===== src/eac_pkg.sv =====
// eac_pkg: register map, field positions, timing counts and shared types of the
// eeprom access control block.
// assumes a 32-bit Avalon-MM slave with byte addresses and one aligned word per register.
package eac_pkg;

    // bus geometry
    localparam int unsigned AVS_AW = 5;
    localparam int unsigned AVS_DW = 32;

    // register byte offsets
    localparam logic [AVS_AW-1:0] OFS_CONTROL    = 5'h00;
    localparam logic [AVS_AW-1:0] OFS_ADDRESS    = 5'h04;
    localparam logic [AVS_AW-1:0] OFS_DATA       = 5'h08;
    localparam logic [AVS_AW-1:0] OFS_IRQ_STATUS = 5'h0C;
    localparam logic [AVS_AW-1:0] OFS_IRQ_CLEAR  = 5'h10;
    localparam logic [AVS_AW-1:0] OFS_IRQ_ENABLE = 5'h14;

    // nv_control_reg field positions
    localparam int unsigned CTL_READ_BIT  = 0;
    localparam int unsigned CTL_WRITE_BIT = 1;
    localparam int unsigned CTL_ARM_BIT   = 2;
    localparam int unsigned CTL_FLASH_BIT = 3;

    // interrupt event positions
    localparam int unsigned EV_W               = 3;
    localparam int unsigned EV_DONE_BIT        = 0;
    localparam int unsigned EV_ARM_TIMEOUT_BIT = 1;
    localparam int unsigned EV_REFUSED_BIT     = 2;

    // array geometry and reset values
    localparam int unsigned NV_ADDR_W   = 9;
    localparam int unsigned NV_DEPTH    = 512;
    localparam logic [8:0]  RST_ADDRESS = 9'h000;
    localparam logic [7:0]  RST_DATA    = 8'h00;
    localparam logic [2:0]  RST_EVENTS  = 3'h0;

    // timing in system clock cycles, and write duration in rc oscillator cycles
    localparam int unsigned ARM_WINDOW_CYCLES  = 4;
    localparam int unsigned WRITE_STALL_CYCLES = 2;
    localparam int unsigned READ_STALL_CYCLES  = 4;
    localparam int unsigned WRITE_RC_CYCLES    = 26368;
    localparam real         WRITE_TIME_MS      = 3.3; // typical only, not used for timing

    // bus handshake states
    typedef enum logic [1:0] {
        ST_IDLE  = 2'b00,
        ST_STALL = 2'b01,
        ST_ACK   = 2'b10
    } eac_bus_state_e;

    // one bus request as seen at the slave
    typedef struct packed {
        logic              read;
        logic              write;
        logic [AVS_AW-1:0] address;
        logic [AVS_DW-1:0] writedata;
        logic [3:0]        byteenable;
    } eac_req_s;

    // address and byte latched for one array write
    typedef struct packed {
        logic [NV_ADDR_W-1:0] addr;
        logic [7:0]           data;
    } eac_job_s;

endpackage : eac_pkg


===== src/eac_pin_sync.sv =====
// eac_pin_sync: two-flop synchroniser for one pin, with a rising-edge pulse.
// assumes the pin is asynchronous to sys_clk and slower than half its rate.
`timescale 1ns/1ns
`default_nettype none
module eac_pin_sync (
    // clock and reset
    input  wire logic sys_clk,
    input  wire logic rst_n,
    // pin side
    input  wire logic pin_async,
    // synchronised side
    output var  logic level,
    output var  logic rise
);
    logic meta_r;
    logic hold_r;

    // meta_r feeds only level; edge detect looks at the settled copies
    always_ff @(posedge sys_clk) begin
        if (!rst_n) begin
            meta_r <= 1'b0;
            level  <= 1'b0;
            hold_r <= 1'b0;
        end else begin
            meta_r <= pin_async;
            level  <= meta_r;
            hold_r <= level;
        end
    end

    // one pulse per low-to-high transition of the pin
    always_comb begin
        rise = level & ~hold_r;
    end
endmodule : eac_pin_sync
`default_nettype wire


===== src/eac_write_timer.sv =====
// eac_write_timer: times one array write in rc oscillator ticks.
// assumes tick is a one-cycle pulse on sys_clk, one per rc oscillator period.
`timescale 1ns/1ns
`default_nettype none
module eac_write_timer #(
    parameter int unsigned CYCLES = eac_pkg::WRITE_RC_CYCLES
) (
    // clock and reset
    input  wire logic sys_clk,
    input  wire logic rst_n,
    // control
    input  wire logic start,
    input  wire logic tick,
    // status
    output var  logic running,
    output var  logic done
);
    localparam int unsigned CNT_W = (CYCLES > 1) ? $clog2(CYCLES) : 1;
    localparam logic [CNT_W-1:0] LAST = CNT_W'(CYCLES - 1);

    logic [CNT_W-1:0] cnt_r;

    if (CYCLES < 2) begin : g_bad_cycles
        $error("write timer needs at least two ticks");
    end

    // counts only on rc ticks, so the duration does not follow sys_clk
    always_ff @(posedge sys_clk) begin
        if (!rst_n) begin
            running <= 1'b0;
            done    <= 1'b0;
            cnt_r   <= '0;
        end else begin
            done <= 1'b0;
            if (!running) begin
                if (start) begin
                    running <= 1'b1;
                    cnt_r   <= '0;
                end
            end else if (tick) begin
                if (cnt_r == LAST) begin
                    running <= 1'b0;
                    done    <= 1'b1;
                end else begin
                    cnt_r <= cnt_r + 1'b1;
                end
            end
        end
    end
endmodule : eac_write_timer
`default_nettype wire


===== src/eac_eeprom_access_control.sv =====
// eac_eeprom_access_control: cpu access control for a byte-wide nonvolatile array,
// reached as an Avalon-MM slave with waitrequest; holds the array itself.
// assumes rc_osc_tick and flash_selfprog_active are pins from outside sys_clk.
`timescale 1ns/1ns
`default_nettype none
module eac_eeprom_access_control #(
    parameter int unsigned DEPTH        = eac_pkg::NV_DEPTH,
    parameter int unsigned ARM_WINDOW   = eac_pkg::ARM_WINDOW_CYCLES,
    parameter int unsigned WRITE_CYCLES = eac_pkg::WRITE_RC_CYCLES
) (
    // clock and reset
    input  wire logic                      sys_clk,
    input  wire logic                      rst_n,
    // avalon-mm slave
    input  wire logic [eac_pkg::AVS_AW-1:0] avs_address,
    input  wire logic                      avs_read,
    input  wire logic                      avs_write,
    input  wire logic [eac_pkg::AVS_DW-1:0] avs_writedata,
    input  wire logic [3:0]                avs_byteenable,
    output var  logic [eac_pkg::AVS_DW-1:0] avs_readdata,
    output var  logic                      avs_waitrequest,
    // pins
    input  wire logic                      rc_osc_tick,
    input  wire logic                      flash_selfprog_active,
    // interrupt
    output var  logic                      irq
);
    localparam int unsigned ADDR_W = (DEPTH > 1) ? $clog2(DEPTH) : 1;

    if (DEPTH < 2 || DEPTH > eac_pkg::NV_DEPTH || (DEPTH & (DEPTH - 1)) != 0) begin : g_bad_depth
        $error("depth must be a power of two up to the array limit");
    end
    if (ARM_WINDOW < 1 || ARM_WINDOW > 7) begin : g_bad_window
        $error("arm window must be 1 to 7 cycles");
    end

    // address decode used by several processes
    function automatic logic eac_hit(input logic [eac_pkg::AVS_AW-1:0] a,
                                     input logic [eac_pkg::AVS_AW-1:0] ofs);
        eac_hit = (a == ofs);
    endfunction : eac_hit

    eac_pkg::eac_req_s       req;
    eac_pkg::eac_bus_state_e state_r;
    eac_pkg::eac_job_s       job_r;
    logic [2:0]              stall_cnt_r;
    logic [2:0]              arm_cnt_r;
    logic                    master_write_arm_r;
    logic                    arm_used_r;
    logic [eac_pkg::NV_ADDR_W-1:0] nv_address_reg_r;
    logic [7:0]              nv_data_reg_r;
    logic [eac_pkg::EV_W-1:0] irq_status_r;
    logic [eac_pkg::EV_W-1:0] irq_enable_r;
    logic [eac_pkg::EV_W-1:0] ev;
    logic [eac_pkg::EV_W-1:0] clr;
    logic [7:0]              mem_r [DEPTH];
    logic [7:0]              rd_byte;
    logic [eac_pkg::AVS_DW-1:0] rd_mux;
    logic take, wr_take, rd_take, ctl_wr, strobe_wr, arm_wr, read_wr;
    logic write_start, read_go, strobe_refused, arm_timeout;
    logic rc_tick, flash_level, write_strobe_busy, wt_done;

    // gather the bus signals into one request
    assign req = '{read: avs_read, write: avs_write, address: avs_address,
                   writedata: avs_writedata, byteenable: avs_byteenable};

    // pin synchronisers
    eac_pin_sync u_rc_sync (
        .sys_clk   (sys_clk),
        .rst_n     (rst_n),
        .pin_async (rc_osc_tick),
        .level     (),
        .rise      (rc_tick)
    );
    eac_pin_sync u_flash_sync (
        .sys_clk   (sys_clk),
        .rst_n     (rst_n),
        .pin_async (flash_selfprog_active),
        .level     (flash_level),
        .rise      ()
    );

    // write duration counter
    eac_write_timer #(
        .CYCLES (WRITE_CYCLES)
    ) u_timer (
        .sys_clk (sys_clk),
        .rst_n   (rst_n),
        .start   (write_start),
        .tick    (rc_tick),
        .running (write_strobe_busy),
        .done    (wt_done)
    );

    // request decode; every effect is taken once, when the request is first seen
    always_comb begin
        take        = (state_r == eac_pkg::ST_IDLE) && (req.read || req.write);
        wr_take     = take && req.write;
        rd_take     = take && req.read && !req.write;
        ctl_wr      = wr_take && eac_hit(req.address, eac_pkg::OFS_CONTROL) && req.byteenable[0];
        strobe_wr   = ctl_wr && req.writedata[eac_pkg::CTL_WRITE_BIT];
        arm_wr      = ctl_wr && req.writedata[eac_pkg::CTL_ARM_BIT];
        read_wr     = ctl_wr && req.writedata[eac_pkg::CTL_READ_BIT];
        // arm must already stand; arming and strobing in one write does not count
        write_start = strobe_wr && master_write_arm_r && !write_strobe_busy
                      && !flash_level;
        read_go     = read_wr && !write_strobe_busy;
        strobe_refused = (strobe_wr && !write_start) || (read_wr && !read_go);
        arm_timeout = master_write_arm_r && (arm_cnt_r == 3'h0) && !arm_used_r && !arm_wr;
    end

    // array read port, low address bits only when the depth is smaller
    assign rd_byte = mem_r[nv_address_reg_r[ADDR_W-1:0]];

    // bus handshake: waitrequest stays high except for the one answer cycle
    always_ff @(posedge sys_clk) begin
        if (!rst_n) begin
            state_r         <= eac_pkg::ST_IDLE;
            stall_cnt_r     <= 3'h0;
            avs_waitrequest <= 1'b1;
        end else begin
            unique case (state_r)
                eac_pkg::ST_IDLE: begin
                    if (read_go) begin
                        state_r     <= eac_pkg::ST_STALL;
                        stall_cnt_r <= 3'(eac_pkg::READ_STALL_CYCLES - 1);
                    end else if (write_start) begin
                        state_r     <= eac_pkg::ST_STALL;
                        stall_cnt_r <= 3'(eac_pkg::WRITE_STALL_CYCLES - 1);
                    end else if (take) begin
                        state_r         <= eac_pkg::ST_ACK;
                        avs_waitrequest <= 1'b0;
                    end
                end
                eac_pkg::ST_STALL: begin
                    if (stall_cnt_r == 3'h0) begin
                        state_r         <= eac_pkg::ST_ACK;
                        avs_waitrequest <= 1'b0;
                    end else begin
                        stall_cnt_r <= stall_cnt_r - 3'h1;
                    end
                end
                eac_pkg::ST_ACK: begin
                    state_r         <= eac_pkg::ST_IDLE;
                    avs_waitrequest <= 1'b1;
                end
                default: begin
                    state_r         <= eac_pkg::ST_IDLE;
                    avs_waitrequest <= 1'b1;
                end
            endcase
        end
    end

    // read data mux; reserved bits and unmapped offsets read as zero
    always_comb begin
        rd_mux = '0;
        if (eac_hit(req.address, eac_pkg::OFS_CONTROL)) begin
            rd_mux[eac_pkg::CTL_ARM_BIT]   = master_write_arm_r;
            rd_mux[eac_pkg::CTL_WRITE_BIT] = write_strobe_busy;
            rd_mux[eac_pkg::CTL_FLASH_BIT] = flash_level;
        end else if (eac_hit(req.address, eac_pkg::OFS_ADDRESS)) begin
            rd_mux[eac_pkg::NV_ADDR_W-1:0] = nv_address_reg_r;
        end else if (eac_hit(req.address, eac_pkg::OFS_DATA)) begin
            rd_mux[7:0] = nv_data_reg_r;
        end else if (eac_hit(req.address, eac_pkg::OFS_IRQ_STATUS)) begin
            rd_mux[eac_pkg::EV_W-1:0] = irq_status_r;
        end else if (eac_hit(req.address, eac_pkg::OFS_IRQ_ENABLE)) begin
            rd_mux[eac_pkg::EV_W-1:0] = irq_enable_r;
        end
    end

    // read data is captured at the take and held until the answer
    always_ff @(posedge sys_clk) begin
        if (!rst_n) begin
            avs_readdata <= '0;
        end else if (rd_take) begin
            avs_readdata <= rd_mux;
        end
    end

    // arming window: a fixed count, not consumed by the strobe
    always_ff @(posedge sys_clk) begin
        if (!rst_n) begin
            master_write_arm_r <= 1'b0;
            arm_cnt_r          <= 3'h0;
            arm_used_r         <= 1'b0;
        end else begin
            if (arm_wr) begin
                master_write_arm_r <= 1'b1;
                arm_cnt_r          <= 3'(ARM_WINDOW - 1);
                arm_used_r         <= 1'b0;
            end else if (master_write_arm_r) begin
                if (arm_cnt_r == 3'h0) begin
                    master_write_arm_r <= 1'b0;
                end else begin
                    arm_cnt_r <= arm_cnt_r - 3'h1;
                end
                if (write_start) begin
                    arm_used_r <= 1'b1;
                end
            end
        end
    end

    // address register, frozen while a write runs
    always_ff @(posedge sys_clk) begin
        if (!rst_n) begin
            nv_address_reg_r <= eac_pkg::RST_ADDRESS;
        end else if (wr_take && eac_hit(req.address, eac_pkg::OFS_ADDRESS)
                     && !write_strobe_busy) begin
            if (req.byteenable[0]) begin
                nv_address_reg_r[7:0] <= req.writedata[7:0];
            end
            if (req.byteenable[1]) begin
                nv_address_reg_r[8] <= req.writedata[8];
            end
        end
    end

    // data register: cpu writes, or array read on the read strobe
    always_ff @(posedge sys_clk) begin
        if (!rst_n) begin
            nv_data_reg_r <= eac_pkg::RST_DATA;
        end else if (read_go) begin
            nv_data_reg_r <= rd_byte;
        end else if (wr_take && eac_hit(req.address, eac_pkg::OFS_DATA) && req.byteenable[0]) begin
            nv_data_reg_r <= req.writedata[7:0];
        end
    end

    // latch the job so later register writes cannot disturb a running write
    always_ff @(posedge sys_clk) begin
        if (!rst_n) begin
            job_r <= '0;
        end else if (write_start) begin
            job_r <= '{addr: nv_address_reg_r, data: nv_data_reg_r};
        end
    end

    // array update at the end of the timed write; array content has no reset
    always_ff @(posedge sys_clk) begin
        if (wt_done) begin
            mem_r[job_r.addr[ADDR_W-1:0]] <= job_r.data;
        end
    end

    // interrupt events and software clear
    always_comb begin
        ev = '0;
        ev[eac_pkg::EV_DONE_BIT]        = wt_done;
        ev[eac_pkg::EV_ARM_TIMEOUT_BIT] = arm_timeout;
        ev[eac_pkg::EV_REFUSED_BIT]     = strobe_refused;
        clr = '0;
        if (wr_take && eac_hit(req.address, eac_pkg::OFS_IRQ_CLEAR) && req.byteenable[0]) begin
            clr = req.writedata[eac_pkg::EV_W-1:0];
        end
    end

    // sticky status: a new event beats a clear in the same cycle
    always_ff @(posedge sys_clk) begin
        if (!rst_n) begin
            irq_status_r <= eac_pkg::RST_EVENTS;
            irq_enable_r <= eac_pkg::RST_EVENTS;
            irq          <= 1'b0;
        end else begin
            irq_status_r <= (irq_status_r & ~clr) | ev;
            if (wr_take && eac_hit(req.address, eac_pkg::OFS_IRQ_ENABLE) && req.byteenable[0]) begin
                irq_enable_r <= req.writedata[eac_pkg::EV_W-1:0];
            end
            irq <= |(irq_status_r & irq_enable_r);
        end
    end

    // helper for checks: cycles since the last arming write, saturating
    logic [2:0] arm_age_r;
    always_ff @(posedge sys_clk) begin
        if (!rst_n) begin
            arm_age_r <= 3'h7;
        end else if (arm_wr) begin
            arm_age_r <= 3'h1;
        end else if (arm_age_r != 3'h7) begin
            arm_age_r <= arm_age_r + 3'h1;
        end
    end
endmodule : eac_eeprom_access_control
`default_nettype wire


===== config.mk =====
export PLATFORM = sky130hd
export DESIGN_NAME = eac_eeprom_access_control
export DESIGN_NICKNAME = d
export VERILOG_FILES = /design/src/eac_pkg.sv /design/src/eac_pin_sync.sv /design/src/eac_write_timer.sv /design/src/eac_eeprom_access_control.sv
export SDC_FILE = /design/constraint.sdc
export NUM_CORES = 2
export LEC_CHECK = 0
export BUFFER_PORTS_ARGS = -buffer_cell sky130_fd_sc_hd__buf_2
export CAP_MARGIN = 20
export CORE_UTILIZATION = 35
export DETAILED_ROUTE_END_ITERATION = 8
export GPL_ROUTABILITY_DRIVEN = 0
export PLACE_DENSITY = 0.6
export SLEW_MARGIN = 20
export SYNTH_ARGS = -nofsm -noshare
export SYNTH_HDL_FRONTEND = slang
export SYNTH_SLANG_ARGS = --single-unit
export TNS_END_PERCENT = 5

===== constraint.sdc =====
create_clock -name sys_clk -period 15.6 [get_ports sys_clk]
set_clock_uncertainty 0.05 [all_clocks]
set_input_delay 3.12 -clock sys_clk [delete_from_list [all_inputs] [get_ports sys_clk]]
set_output_delay 3.12 -clock sys_clk [all_outputs]
set_load 0.005 [all_outputs]

# Word-level counts from Yosys, hierarchy flattened
# Memory sizes are Yosys's and may differ from the RTL's.
# Cells that the tools add are included.
dict set report op_classes {
  add_sub_neg 3
  eq_ne 17
  mux 43
  bitwise 8
  n_reduce_logical 55
}
# operator count
set op_table {}
lappend op_table {{two-way mux 15 bit} 4}
lappend op_table {{logical AND 1 bit} 26}
lappend op_table {{two-way mux 3 bit} 8}
lappend op_table {{two-way mux 8 bit} 3}
lappend op_table {{two-way mux 1 bit} 16}
lappend op_table {{!= test 2 bit (second input constant)} 8}
lappend op_table {{adder 15 x 1 -> 15 bit (second input constant)} 1}
lappend op_table {{== test 15 bit (second input constant)} 1}
lappend op_table {{two-way mux 2 bit} 7}
lappend op_table {{AND reduction 2 bit} 6}
lappend op_table {{== test 5 x 4 -> 1 bit (second input constant)} 2}
lappend op_table {{== test 5 bit (second input constant)} 2}
lappend op_table {{two-way mux 5 bit} 2}
lappend op_table {{AND reduction 3 bit} 3}
lappend op_table {{nonzero test 2 bit} 4}
lappend op_table {{zero test 1 bit} 7}
lappend op_table {{AND 3 bit} 2}
lappend op_table {{zero test 3 bit} 2}
lappend op_table {{case mux 3 bit (2 select lines)} 1}
lappend op_table {{subtractor 3 x 1 -> 3 bit (second input constant)} 2}
lappend op_table {{== test 5 x 3 -> 1 bit (second input constant)} 1}
lappend op_table {{zero test 5 bit} 1}
lappend op_table {{!= test 4 x 3 -> 1 bit (second input constant)} 1}
lappend op_table {{case mux 2 bit (2 select lines)} 1}
lappend op_table {{12 further kinds} 15}
dict set report word_totals {
  register_bits 83
  mem_bits_rw 4096
  input_bits 47
  out_inout_bits 34
  word_cells 151
  mem_count 1
}
# memory words width read_ports rd_clocked_by_memory_dff wr line_no
set memory_table {}
lappend memory_table {mem_r 512 8 1 0 1 eac_eeprom_access_control.sv:56} ;# logic [7:0] mem_r [DEPTH];

# Logic depth before layout (Yosys ltp)
dict set report depth {
  depth_word 13
  ltp_mapped 15
  mapped_depth_nobuf 8
}

# By module
# From an unflattened synthesis, not the netlist that was laid out.
dict set report hier_totals {
  cells_unflattened 8045
  area_unflattened_um2 163745.8
}
# module instances cells_each area_per_inst_um2 seq_area_each_um2
set modules_own_cells {}
lappend modules_own_cells {eac_eeprom_access_control 1 7918 162549.6 124219.1}
lappend modules_own_cells {eac_write_timer 1 113 1011.0 340.3}
lappend modules_own_cells {eac_pin_sync 2 7 92.6 60.1}

# Worst setup path before layout
# OpenSTA, ideal clock, no wires.
dict set report synth_timing {
  kind {reg2reg}
  start {reg job_r[0] (netlist name)}
  end {mem mem_r[0][0], data pin}
  setup_time_ns 1.509
  arrival_ns 6.514
  t_required_ns 14.041
  setup_slack_ns 7.527
  path_stages_with_launch 1
  path_cell_list {dfxtp_1}
}
# element line_no
set synth_lines {}
lappend synth_lines {{start: declaration} eac_eeprom_access_control.sv:45} ;# eac_pkg::eac_job_s job_r;
lappend synth_lines {{start signal: assignment} eac_eeprom_access_control.sv:237} ;# job_r <= '{addr: nv_address_reg_r, data: nv_data_reg_r};
lappend synth_lines {{end: declaration} eac_eeprom_access_control.sv:56}
# No word-level cell before the write port.

# Worst setup path after layout
dict set report layout_timing {
  start {reg nv_address_reg_r[0] (netlist name)}
  end {reg nv_data_reg_r[5]}
}
dict set report layout_between {
  elab_chain_len 2
}
# element line_no
set layout_lines {}
lappend layout_lines {{start: declaration} eac_eeprom_access_control.sv:50} ;# logic [eac_pkg::NV_ADDR_W-1:0] nv_address_reg_r;
lappend layout_lines {{start signal: assignment} eac_eeprom_access_control.sv:209} ;# nv_address_reg_r <= eac_pkg::RST_ADDRESS;
lappend layout_lines {{memory (512 x 8 bit)} --}
lappend layout_lines {{two-way mux 8 bit} eac_eeprom_access_control.sv:225} ;# end else if (read_go) begin
lappend layout_lines {{end signal: assignment} eac_eeprom_access_control.sv:224} ;# nv_data_reg_r <= eac_pkg::RST_DATA;
lappend layout_lines {{end signal: assignment} eac_eeprom_access_control.sv:226} ;# nv_data_reg_r <= rd_byte;
lappend layout_lines {{end signal: assignment} eac_eeprom_access_control.sv:228} ;# nv_data_reg_r <= req.writedata[7:0];
lappend layout_lines {{end: declaration} eac_eeprom_access_control.sv:51} ;# logic [7:0] nv_data_reg_r;
# No other way between the ends.
# A chain may end at the register's enable or synchronous reset.

==> run_results.csv <==
group,metric,value,unit
outcome,outcome,"complete, no violations",
placement,port-buffer-count,32,
setup_path,cp.arrival,7.43,ns
floorplanning,start_util,35.18,%
cts,cts_tree,"built",
global_route,grt_pass1_vias,82000,
detailed_routing,vias,82740,
power,leakage,51.52,nW
setup_path,regToRegStartpoint,"nv_address_reg_r[0]",
setup_path,crit_family,"buffers and inverters",
setup_path,r2r_cells,11,
yosys,synth-edff-count,4096,
setup_path,timing.rr.end,"nv_data_reg_r[5]",
setup_path,critPathMaxFanout,101,
yosys,syn_inst,7910,
detailed_routing,drtIter0Drc,11680,
sta,max_slew_margin,10.71,%
power,p_per_area,120.4,nW/um^2
setup_path,cp-startpoint,"nv_address_reg_r[0]",
setup_path,crit_type,"flop to flop",
finish,fill_cells,41010,
sta,rsz0062_at_grt,"false",
cts,cts_root_buffer,"clkbuf_16",
finish,final_area,183600,sq um
placement,dp_hpwl,272500,microns
global_route,grt_use_total,19.04,%
yosys,synth.area.mux_share,15.48,%
min_path,min_path_type,"flop to flop",
setup_path,reg2reg_setup_slack,9.01,ns
finish,final_nets,8108,
setup_path,critPathMaxStageDelay,0.83,ns
cts,ctsHoldBuffers,0,
detailed_routing,drt-pass1-iter-count,8,
detailed_routing,drtAntennaViolNets,0,
sta,final_hold_viol_count,0,
yosys,ys_warn_count,0,
placement,placed_area,170000,sq um
yosys,postSynthAreaPerCell,20.64,sq um
yosys,synthArstFlopShare,0,%
yosys,synthSimpleGateAreaFrac,3.221,%
setup_path,critPathMostFrequentCell,"buf_4",
global_route,grt_max_degree,217,
setup_path,critPathRequiredTime,16.44,ns
yosys,syn_area,163300,sq um
yosys,ys_seq_elements,4179,
sta,max_freq,0.1517,GHz
yosys,seq_area_frac_synth,76.34,%
global_route,overflow,0,
floorplanning,coreArea,464200,sq um
floorplanning,ios,81,
finish,area_growth,12.41,%
cts,clkLatencyLatePin,0.99,ns
cts,cts-resized-gates,0,
floorplanning,rows,250,
sta,period_minus_slack,6.592,ns
cts,post_cts_buffers,0,
detailed_routing,drc,0,
setup_path,cp_num_cells,11,
sta,setup_viol,0,
setup_path,cp-start-kind,"flop",
power,p_total,22.10,mW
cts,htreeDepth,5,
yosys,synth_top_family_by_area,"multiplexers",
run,drv_cap,0,
detailed_routing,vias_per_cell,5.666,
detailed_routing,routed_wirelength,458100,microns
floorplanning,die_h,685.0,microns
cts,cts_buffer_depth,4,
yosys,synth-compound-area-share,2.828,%
yosys,synth.distinct_cells,84,
setup_path,cp-endpoint,"nv_data_reg_r[5]",
finish,instances_no_fill,14600,
cts,cts_sinks,4179,
global_route,grt_pass1_wl,639500,microns
finish,drive_above_1_share,21.99,%
cts,cts_buffers,421,
sta,slew_viol_final,0,
power,ir_worst_vdd,0.1028,mV
yosys,ys.flop_type,"edfxtp_1",
placement,place_inst,13800,
floorplanning,die_width,685.0,microns
setup_path,crit_chain,"buf_4 -> buf_4 -> buf_12 -> buf_4 -> mux4_2 -> mux2i_1 -> o221ai_1 -> a21oi_1 -> a22o_1 -> a221oi_1 -> a221o_1",
setup_path,crit_slowest_cell,"buf_4",
sta,tightest_slew,1.339,ns
global_route,antenna_found_initial,36,
setup_path,path_buf_inv,4,
yosys,synth_xor_area_share,0.08582,%
finish,fin_util,39.54,%
yosys,synth_fa_ha_area_share,0.03831,%
sta,tns,0,ns
sta,fin_crit_sh,42.26,%
detailed_routing,routedWlPerCell,31.38,microns
cts,clk_pin_slew_worst_paths,0.06,ns
floorplanning,die_area,469300,sq um
setup_path,cp-end-kind,"flop",
-- sequential cells by signal (all words and copies together) (netlist names), 2 cells and up --
| register | flops |
|---|---|
| arm_cnt_r | 3 |
| avs_readdata | 9 |
| irq_enable_r | 3 |
| irq_status_r | 3 |
| job_r | 17 |
| mem_r | 4096 |
| nv_address_reg_r | 9 |
| nv_data_reg_r | 8 |
| stall_cnt_r | 3 |
| state_r | 2 |
| u_timer.cnt_r | 15 |
-- how the worst min path moves through the flow --
| stage | startpoint | end | slack (ns) | cells after the start |
|---|---|---|---|---|
| 5_1_grt | u_flash_sync.meta_r | u_flash_sync.level | 0.41 | 1 |
| 3_5_place_dp | u_rc_sync.meta_r | u_rc_sync.level | 0.39 | 1 |
| 2_1_floorplan | u_flash_sync.meta_r | u_flash_sync.level | 0.36 | 1 |
| 6_report | u_rc_sync.meta_r | u_rc_sync.level | 0.39 | 1 |
| 4_1_cts | u_rc_sync.meta_r | u_rc_sync.level | 0.39 | 1 |
| 3_3_place_gp | u_rc_sync.meta_r | u_rc_sync.level | 0.38 | 1 |
-- area by class of cell --
type	instances	area, sq um	share of cell area, %
multi-input cells	3223	35790	19.50
diodes	23	57.56	0.03135
inverters	14	66.31	0.03613
flip-flops and latches	4179	124700	67.94
clock buffers	533	11210	6.108
clock inverters	239	2126	1.158
repair buffers	217	1866	1.016
well taps	6174	7725	4.208
-- power by group --
part | switching [mW] | internal, mW
logic | 0.0414 | 0.0195
clock network | 4.27 | 5.63
registers | 0.00320 | 12.1
-- logic make-up after synthesis --
family,after synthesis
xor+xnor,16
fa+ha+maj,5
buf+inv,530
other cells,1
mux,1300
compound gates,653
simple gates,1226
flops,4179
-- metal layers --
layer | routed length (microns) | GRT usage (%) | up-vias | share of wire (%)
li1 | - | - | 33100 | -
met1 | 179200 | 26.16 | 44300 | 39
met2 | 214600 | 29.82 | 4569 | 47
met3 | 48910 | 4.742 | 764 | 11
met4 | 15370 | 6.066 | 8 | 3.4
met5 | 101 | 0.1020 | - | 0.022
-- synthesized netlist by cell type (9+ instances only) --
cell,count,area share [%]
a221oi_1,24,0.13
mux4_1,23,0.37
dfxtp_1,83,1.0
nor4_1,12,0.046
nand3_1,60,0.18
buf_2,126,0.39
a211oi_1,40,0.18
inv_1,12,0.028
nor2b_1,58,0.22
a21oi_1,86,0.26
clkbuf_1,185,0.43
a22o_1,11,0.059
a21boi_0,26,0.12
a2111oi_0,13,0.070
mux2i_1,309,1.9
o221ai_1,60,0.32
a32oi_1,13,0.070
and2_1,16,0.061
edfxtp_1,4096,75
buf_8,14,0.13
mux4_2,948,13
nand2_1,314,0.72
o41ai_1,9,0.048
nand4_1,18,0.069
o22ai_1,126,0.48
o21ai_0,70,0.21
buf_1,23,0.053
a22oi_1,50,0.23
xor2_1,10,0.054
a31oi_1,33,0.13
mux2_2,20,0.14
nand2b_1,13,0.050
buf_6,66,0.46
nor3_1,58,0.18
and3_1,16,0.061
buf_4,94,0.43
nor2_1,621,1.4
o211ai_1,15,0.069
-- cell usage in the layout (no fill, tap or decap), types with 70 or more instances in the layout --
cell	n
nand2_1	299
a21oi_1	86
nor2_1	614
mux4_2	948
clkinv_1	106
edfxtp_1	4096
o21ai_0	70
buf_4	158
o22ai_1	126
clkbuf_16	430
mux2i_1	309
clkbuf_1	94
-- metrics by stage --
| step | worst slack [ns] | hold slack (ns) |
|---|---|---|
| 6_report | 9.008 | 0.3874 |
| 5_1_grt | 8.557 | 0.4143 |
| 4_1_cts | 8.957 | 0.3940 |
| 3_5_place_dp | 8.669 | 0.3869 |
| 3_3_place_gp | 8.709 | 0.3784 |
| 2_1_floorplan | 7.527 | 0.3619 |
Power figures use the tool's default switching activity.
